File: src/design/expander_pkg.sv
// ---------------------------------------------------------------
// Overview of operation
// - answer addresses 0x38..0x3F via straps
// - address lsb one reads, zero writes
// - first written byte loads register pointer
// - pointer low bits pick one of four
// - pointer holds until next command byte
// - input register returns live pin levels
// - writes to input register are ignored
// - latch drives only output pins, resets ones
// - latch reads return flip-flop contents
// - invert bit flips sensed input, resets zero
// - direction one means input, resets ones
// - no pointer advance, last write byte wins
// - master writes start, address, command, data, stop
// - read uses command write then restart
// - repeated reads return same register
// - transmit byte captured at acknowledge rising edge
// - master nacks last byte, then stops
// - stop ends transfer anywhere, data kept
// - alert on input change, clears on input register read
// - device acknowledges its own address and every written byte
// - reset restores registers and serial state
// ---------------------------------------------------------------
package expander_pkg;
   localparam logic [3:0] addr_fixed = 4'h7;
   localparam logic [1:0] sel_pin_level = 2'h0;
   localparam logic [1:0] sel_drive = 2'h1;
   localparam logic [1:0] sel_invert = 2'h2;
   localparam logic [1:0] sel_dir = 2'h3;
   localparam logic [7:0] drive_reset = 8'hFF;
   localparam logic [7:0] invert_reset = 8'h00;
   localparam logic [7:0] dir_reset = 8'hFF;
   localparam logic [3:0] bit_last = 4'h7;
   localparam logic [3:0] bit_ack = 4'h8;
   // controller command port
   localparam logic [1:0] ctl_go = 2'h0;
   localparam logic [1:0] ctl_data = 2'h1;
   localparam logic [1:0] ctl_status = 2'h2;
   localparam logic [1:0] ctl_rdata = 2'h3;
   // serial clock tick in mclk cycles (160 ns): scl high for one tick, low for two
   localparam int scl_half_ns = 160;
   localparam int mclk_ns = 40;
   localparam logic [7:0] scl_half_cycles = 8'(scl_half_ns / mclk_ns);
endpackage

File: src/design/serial_bus_if.sv
`timescale 1ns/1ps
interface serial_bus_if;
   logic scl_o;
   logic scl_oe_b;
   logic sda_host_o;
   logic sda_host_oe_b;
   logic sda_dev_o;
   logic sda_dev_oe_b;
   logic scl_i;
   logic sda_i;
   modport host (output scl_o, scl_oe_b, sda_host_o, sda_host_oe_b, input scl_i, sda_i);
   modport dev (output sda_dev_o, sda_dev_oe_b, input scl_i, sda_i);
endinterface

File: src/design/expander_dev.sv
`timescale 1ns/1ps
module expander_dev
   import expander_pkg::*;
(
   input wire logic mclk,
   input wire logic rst_b,
   serial_bus_if.dev bus,
   input wire logic addr_strap_lo,
   input wire logic addr_strap_mid,
   input wire logic addr_strap_hi,
   input wire logic [7:0] port_lines_i,
   output logic [7:0] port_lines_o,
   output logic [7:0] port_lines_oe_b,
   output logic change_alert_o,
   output logic change_alert_oe_b
);
   import expander_pkg::*;
   typedef enum logic [3:0] {
      st_idle = 4'b0001,
      st_addr = 4'b0010,
      st_rx = 4'b0100,
      st_tx = 4'b1000
   } dev_state_t;
   typedef struct packed {
      dev_state_t st;
      logic [3:0] bitn;
      logic [7:0] shift;
      logic first_byte;
      logic reading;
      logic [7:0] pointer;
      logic [7:0] drive_latch;
      logic [7:0] input_invert;
      logic [7:0] pin_direction;
      logic [7:0] captured;
      logic sda_drive_low;
      logic nack_seen;
      logic scl_d;
      logic sda_d;
   } dev_t;
   dev_t r, next_r;
   logic scl, sda;
   logic [7:0] pins;
   logic [2:0] straps;
   logic [7:0] sensed_level_bits;
   logic scl_rise, scl_fall, start_c, stop_c;
   logic [7:0] sel_value;
   pin_sync #(.width(10), .init(10'h3FF)) bus_sync (
      .mclk(mclk),
      .rst_b(rst_b),
      .raw({bus.scl_i, bus.sda_i, port_lines_i}),
      .clean({scl, sda, pins})
   );
   pin_sync #(.width(3), .init(3'h0)) strap_sync (
      .mclk(mclk),
      .rst_b(rst_b),
      .raw({addr_strap_hi, addr_strap_mid, addr_strap_lo}),
      .clean(straps)
   );
   // ---------------------------------------------------------------
   // register view
   // ---------------------------------------------------------------
   assign sensed_level_bits = pins ^ r.input_invert;
   always_comb begin
      case (r.pointer[1:0])
         sel_pin_level: sel_value = sensed_level_bits;
         sel_drive: sel_value = r.drive_latch;
         sel_invert: sel_value = r.input_invert;
         sel_dir: sel_value = r.pin_direction;
         default: sel_value = sensed_level_bits;
      endcase
   end
   assign scl_rise = scl && !r.scl_d;
   assign scl_fall = !scl && r.scl_d;
   assign start_c = scl && r.scl_d && r.sda_d && !sda;
   assign stop_c = scl && r.scl_d && !r.sda_d && sda;
   // ---------------------------------------------------------------
   // serial engine
   // ---------------------------------------------------------------
   always_comb begin
      next_r = r;
      next_r.scl_d = scl;
      next_r.sda_d = sda;
      if (stop_c) begin
         next_r.st = st_idle;
         next_r.sda_drive_low = 1'b0;
      end else if (start_c) begin
         next_r.st = st_addr;
         // the clock fall that closes the start carries no bit
         next_r.bitn = '1;
         next_r.sda_drive_low = 1'b0;
      end else begin
         case (r.st)
            st_idle: begin
               next_r.sda_drive_low = 1'b0;
            end
            st_addr, st_rx: begin
               if (scl_rise && r.bitn <= bit_last) begin
                  next_r.shift = {r.shift[6:0], sda};
               end
               if (scl_fall) begin
                  next_r.bitn = r.bitn + 4'h1;
                  if (r.bitn == bit_last) begin
                     if (r.st == st_rx) begin
                        next_r.sda_drive_low = 1'b1;
                        if (r.first_byte) begin
                           next_r.pointer = r.shift;
                           next_r.first_byte = 1'b0;
                        end else begin
                           case (r.pointer[1:0])
                              sel_drive: next_r.drive_latch = r.shift;
                              sel_invert: next_r.input_invert = r.shift;
                              sel_dir: next_r.pin_direction = r.shift;
                              default: next_r.drive_latch = r.drive_latch;
                           endcase
                        end
                     end else if (r.shift[7:1] == {addr_fixed, straps}) begin
                        next_r.sda_drive_low = 1'b1;
                        next_r.reading = r.shift[0];
                        next_r.first_byte = 1'b1;
                     end else begin
                        next_r.st = st_idle;
                     end
                  end else if (r.bitn == bit_ack) begin
                     next_r.bitn = 4'h0;
                     next_r.sda_drive_low = 1'b0;
                     if (r.reading) begin
                        next_r.st = st_tx;
                        next_r.sda_drive_low = !r.shift[7];
                        next_r.shift = {r.shift[6:0], 1'b1};
                     end else begin
                        next_r.st = st_rx;
                     end
                  end
               end
               if (scl_rise && r.bitn == bit_ack && r.st == st_addr && r.shift[0]) begin
                  next_r.shift = sel_value;
                  if (r.pointer[1:0] == sel_pin_level) begin
                     next_r.captured = pins;
                  end
               end
            end
            st_tx: begin
               if (scl_rise && r.bitn == bit_ack) begin
                  next_r.nack_seen = sda;
                  next_r.shift = sel_value;
                  if (r.pointer[1:0] == sel_pin_level) begin
                     next_r.captured = pins;
                  end
               end
               if (scl_fall) begin
                  next_r.bitn = r.bitn + 4'h1;
                  if (r.bitn < bit_last) begin
                     next_r.sda_drive_low = !r.shift[7];
                     next_r.shift = {r.shift[6:0], 1'b1};
                  end else if (r.bitn == bit_last) begin
                     next_r.sda_drive_low = 1'b0;
                  end else begin
                     next_r.bitn = 4'h0;
                     if (r.nack_seen) begin
                        next_r.st = st_idle;
                     end else begin
                        next_r.sda_drive_low = !r.shift[7];
                        next_r.shift = {r.shift[6:0], 1'b1};
                     end
                  end
               end
            end
            default: next_r.st = st_idle;
         endcase
      end
   end
   always_ff @(posedge mclk or negedge rst_b) begin
      if (!rst_b) begin
         r <= '{st: st_idle, bitn: 4'h0, shift: 8'h00, first_byte: 1'b0, reading: 1'b0,
                pointer: 8'h00, drive_latch: drive_reset, input_invert: invert_reset,
                pin_direction: dir_reset, captured: 8'hFF, sda_drive_low: 1'b0,
                nack_seen: 1'b0, scl_d: 1'b1, sda_d: 1'b1};
      end else begin
         r <= next_r;
      end
   end
   // ---------------------------------------------------------------
   // pins
   // ---------------------------------------------------------------
   assign bus.sda_dev_o = 1'b0;
   assign bus.sda_dev_oe_b = !r.sda_drive_low;
   assign port_lines_o = r.drive_latch;
   assign port_lines_oe_b = r.pin_direction;
   assign change_alert_o = 1'b0;
   assign change_alert_oe_b = ((pins ^ r.captured) & r.pin_direction) == 8'h00;
endmodule // expander_dev

File: src/design/pin_sync.sv
`timescale 1ns/1ps
module pin_sync #(
   parameter int width = 1,
   parameter logic [width-1:0] init = '1
) (
   input wire logic mclk,
   input wire logic rst_b,
   input wire logic [width-1:0] raw,
   output logic [width-1:0] clean
);
   typedef struct packed {
      logic [width-1:0] s1;
      logic [width-1:0] s2;
      logic [width-1:0] s3;
      logic [width-1:0] q;
   } sync_t;
   sync_t r, next_r;
   always_comb begin
      next_r = r;
      next_r.s1 = raw;
      next_r.s2 = r.s1;
      next_r.s3 = r.s2;
      for (int i = 0; i < width; i++) begin
         if (r.s2[i] == r.s3[i]) begin
            next_r.q[i] = r.s3[i];
         end
      end
   end
   always_ff @(posedge mclk or negedge rst_b) begin
      if (!rst_b) begin
         r <= {4{init}};
      end else begin
         r <= next_r;
      end
   end
   assign clean = r.q;
endmodule // pin_sync

File: src/flat_wrapper.sv
// flat-port wrapper written by rule: the top's interface ports become plain ports
module expander_dev_flat import expander_pkg::*;
  (mclk, rst_b, addr_strap_lo, addr_strap_mid, addr_strap_hi, port_lines_i, port_lines_o, port_lines_oe_b, change_alert_o, change_alert_oe_b, bus_sda_dev_o, bus_sda_dev_oe_b, bus_scl_i, bus_sda_i);
  serial_bus_if bus_i ();
  input wire logic mclk;
  input wire logic rst_b;
  input wire logic addr_strap_lo;
  input wire logic addr_strap_mid;
  input wire logic addr_strap_hi;
  input wire logic [7:0] port_lines_i;
  output logic [7:0] port_lines_o;
  output logic [7:0] port_lines_oe_b;
  output logic change_alert_o;
  output logic change_alert_oe_b;
  output wire logic [$bits(bus_i.sda_dev_o)-1:0] bus_sda_dev_o;
  output wire logic [$bits(bus_i.sda_dev_oe_b)-1:0] bus_sda_dev_oe_b;
  input wire logic [$bits(bus_i.scl_i)-1:0] bus_scl_i;
  input wire logic [$bits(bus_i.sda_i)-1:0] bus_sda_i;
  assign bus_sda_dev_o = bus_i.sda_dev_o;
  assign bus_sda_dev_oe_b = bus_i.sda_dev_oe_b;
  assign bus_i.scl_i = bus_scl_i;
  assign bus_i.sda_i = bus_sda_i;
  expander_dev u_core (.mclk(mclk), .rst_b(rst_b), .bus(bus_i), .addr_strap_lo(addr_strap_lo), .addr_strap_mid(addr_strap_mid), .addr_strap_hi(addr_strap_hi), .port_lines_i(port_lines_i), .port_lines_o(port_lines_o), .port_lines_oe_b(port_lines_oe_b), .change_alert_o(change_alert_o), .change_alert_oe_b(change_alert_oe_b));
endmodule
File: config.mk
export PLATFORM = sky130hd
export DESIGN_NAME = expander_dev_flat
export DESIGN_NICKNAME = d
export VERILOG_FILES = /design/src/design/expander_pkg.sv /design/src/design/serial_bus_if.sv /design/src/design/expander_dev.sv /design/src/design/pin_sync.sv /design/src/flat_wrapper.sv
export SDC_FILE = /design/constraint.sdc
export NUM_CORES = 1
export LEC_CHECK = 0
export BUFFER_PORTS_ARGS = -buffer_cell sky130_fd_sc_hd__buf_2
export CAP_MARGIN = 20
export CELL_PAD_IN_SITES_DETAIL_PLACEMENT = 0
export CELL_PAD_IN_SITES_GLOBAL_PLACEMENT = 1
export CORE_MARGIN = 2
export CORE_UTILIZATION = 44
export DETAILED_ROUTE_END_ITERATION = 6
export GPL_TIMING_DRIVEN = 0
export PLACE_DENSITY_LB_ADDON = 0.25
export SYNTH_ARGS = -nofsm -noshare
export SYNTH_HDL_FRONTEND = slang
export SYNTH_SLANG_ARGS = --single-unit
File: constraint.sdc
create_clock -name mclk -period 2 [get_ports mclk]
set_input_delay 0.4 -clock mclk [delete_from_list [all_inputs] [get_ports mclk]]
set_output_delay 0.4 -clock mclk [all_outputs]
set_load 0.02 [all_outputs]
==> reports/qor.csv <==
stage,metric,value,unit
clock_network,H-tree levels,3,
floorplanning,Die Y,112,um
clock_network,Worst-path clk slew,0.08,ns
sta,FMAX,502,MHz
logic_synthesis,Syn Area/Cell,12.3,um^2
logic_synthesis,biggest area consumer among synthesized cells,dfstp_2,
power_and_ir_drop,leak pwr,2.72,nW
global_route,largest net degree at the start of global routing,74,
final_layout,Post-Layout Cell Count,631,
floorplanning,die area,12600,um^2
status,failing checks,hold timing,
clock_network,worst skew pair latency,0.35,ns
final_layout,Sequential cell area,2790,um^2
logic_synthesis,Post-Syn Area,5160,um^2
logic_synthesis,Synth cell types,58,
clock_network,Root Driver,clkbuf_16,
routing,Avg Vias per Cell,5.55,
clock_network,CTS sink cnt,108,
place,PortBufs,32,
setup_path,CP endpoint kind,flop,
logic_synthesis,sequential fraction of the synthesis area,54.0,%
floorplanning,Die Width,112,um
setup_path,Worst Path Max Fanout,10,
routing,TritonRoute pass-1 iters,4,
sta,final period utilization,99.7,%
floorplanning,Initial Util,45.2,%
routing,drt first-iter violations,150,
final_layout,share of cells above drive strength 1,50.2,%
global_route,initial antenna violation count,0,
global_route,met2 Use GR,28.2,%
setup_path,Worst setup SP type,flop,
place,Inst Count DP,598,
logic_synthesis,post-synthesis cell count,421,
floorplanning,core outline area,11400,um^2
sta,setup violators final,0,
status,outcome,finished with violations,
min_path,HP Class,in2async,
logic_synthesis,Synth Warn #,0,
sta,"Slew Viols, Final",0,
logic_synthesis,most frequent cell after synthesis,dfstp_2,
logic_synthesis,ranking of synthesized cells by area,"dfstp_2, dfrtp_1, mux2_2, buf_4, maj3_1",
sta,setup TNS,0,ns
sta,RSZ-0062 raised after global routing,yes,
place,Final GP Congestion,0.827,
logic_synthesis,prevailing post-synth register cell,dfstp_2,
global_route,GRT met3 Usage,3.56,%
logic_synthesis,most frequent cells after synthesis,"dfstp_2, mux2_2, dfrtp_1",
routing,Routed Antenna Nets,0,
floorplanning,Top Ports,35,
clock_network,hold_buf cts,0,
final_layout,# diodes,0,
clock_network,CTS buffer count,9,
logic_synthesis,ys async rst share,100,%
power_and_ir_drop,Max IR drop VDD,0.720,mV
sta,worst slew pin tran,0.627,ns
sta,final hold violation count,2,
clock_network,CTS tree,yes,
logic_synthesis,area fraction of the dominant cell type after synthesis,34.1,%
global_route,Total Routing Usage GR,18.4,%
setup_path,crit path kind,reg2reg,
routing,vias,3502,
global_route,GRT Residual Overflow,0,
final_layout,synthesis-to-layout area growth,20.1,%
sta,final hold slack,-0.00220,ns
final_layout,Fill cells,1009,
global_route,global-route wire length before repair,18200,um
sta,Worst slew margin,58.2,%
setup_path,launch point of the worst reg-to-reg path,u_core.r[59],
global_route,vias in the first global route,3597,
run,maxcap violations,0,
routing,per-cell routed wire length,17.3,um
setup_path,worst r2r path cells,8,
logic_synthesis,"FF+latch count, synth",108,
final_layout,# nets final,500,
setup_path,CP Data Required Time,2.29,ns
routing,Detailed Route WL,10900,um
routing,DRC,0,
clock_network,maximum clock insertion buffer count,2,
global_route,Top Usage Layer GRT,met2,
sta,skew final,0.00984,ns
floorplanning,FP Rows,39,
setup_path,reg2reg end,u_core.r[8],
logic_synthesis,Post-synth EDFFs,0,
setup_path,register-to-register path setup slack,0.006,ns
power_and_ir_drop,Power per Cell Area,833,nW/um^2
global_route,M1 GR Usage,25.6,%
final_layout,multi-input logic area,2280,um^2
setup_path,Worst EP arrival,2.28,ns
sta,min Tclk post-route,1.99,ns
place,Final HPWL DP,7170,um
-- where the power goes --
| part | switching, mW | total [mW] | internal, mW |
|---|---|---|---|
| sequential | 0.178 | 2.56 | 2.38 |
| clock | 0.829 | 1.82 | 0.990 |
| combinational | 0.440 | 0.782 | 0.342 |
-- layout make-up --
type / instances / area share (%)
sequential: 108 / 45.0
multi-input combinational: 269 / 36.8
timing repair buffer: 55 / 6.06
buffer: 37 / 4.14
clock buffer: 9 / 3.63
tap: 143 / 2.89
clock inverter: 7 / 1.37
inverter: 3 / 0.182
-- layer usage --
metal,part of all wire (%),up-vias,wire length (um)
li1,-,1638,-
met1,48,1797,5240
met2,47,55,5130
met3,3.2,12,354
met4,1.7,0,182
met5,0,-,0
-- state kept, by name, indices dropped and copies added, names as in the netlist, 6 cells and up --
name and flops:
u_core.port_lines_o 8, u_core.bus_sync.r 10, u_core.bus_sync.clean 10, u_core.strap_sync.next_r 6
u_core.bus_sync.next_r 20, u_core.r 40, u_core.port_lines_oe_b 8
-- cells by family (layout without fill, tap and decap cells) --
logic type                 count (synthesis)  after routing  synth area share, %
xor gates and xnor gates                  14             14                 2.38
muxes                                     55             55                 11.7
other                                      1              2               0.0727
adders and majority gates                 15             15                 3.01
AOI/OAI and AO/OA                         87             87                 11.9
DFF                                      108            108                 54.0
buffers and inverters                     45            111                 4.92
and+or+nand+nor                           96             96                 12.0
-- critical path: stages, from the launching register on --
cell     delay, ns
dfrtp_1       0.37
buf_6         0.14
nor4b_4       0.29
buf_4         0.18
a21oi_2       0.04
nor2_2        0.14
nor4b_4       0.26
buf_12        0.18
mux2_4        0.31
-- timing repair --
action                                  4_1_cts  5_1_grt
resized for setup                            26       31
endpoints found under the hold margin         0        0
pin swaps                                     5        8
endpoints found under the setup margin       50       50
buffers inserted                             16        5
gates cloned                                  0        1
-- cells in the final DEF, fill, tap and decap left out, drive strengths merged, types with 4 or more instances in the layout --
cell / instances
nand2b: 4
o21a: 7
a211oi: 7
o2bb2ai: 7
nand2: 17
maj3: 13
a22oi: 11
xor2: 13
and3: 4
nand3b: 6
buf: 84
nor2b: 6
mux2: 44
dfstp: 67
nor2: 20
o21ai: 15
clkbuf: 17
inv: 5
nand3: 9
a21oi: 21
nor3b: 7
mux2i: 11
dfrtp: 41
nor3: 5
-- worst max-delay path by stage --
stage | from | slack [ns] | cells past startpoint | endpoint
4_1_cts | u_core.r[55] | -0.01 | 9 | u_core.r[8]
2_1_floorplan | u_core.r[54] | 0.07 | 8 | u_core.r[10]
3_5_place_dp | u_core.r[54] | -0.35 | 8 | u_core.r[8]
6_report | u_core.r[59] | 0.006 | 8 | u_core.r[8]
3_3_place_gp | rst_b | -0.61 | 1 | u_core.r[25]
5_1_grt | u_core.bus_sync.clean[8] | -0.06 | 5 | u_core.r[8]
-- per-stage QoR --
step | worst slack, ns | util [%] | hold WS (ns) | power [mW] | instance area (um^2)
6_report | 0.00636 | 54.3 | -0.00220 | 5.16 | 6200
5_1_grt | -0.0574 | 54.3 | 0.0324 | 5.43 | 6200
4_1_cts | -0.0105 | 53.0 | 0.00365 | 5.20 | 6060
3_5_place_dp | -0.351 | 48.5 | 0.336 | 3.30 | 5530
3_3_place_gp | -0.609 | 48.2 | 0.342 | 3.27 | 5500
2_1_floorplan | 0.0679 | - | 0.104 | 3.05 | 5160
(Power assumes the default switching activity.)
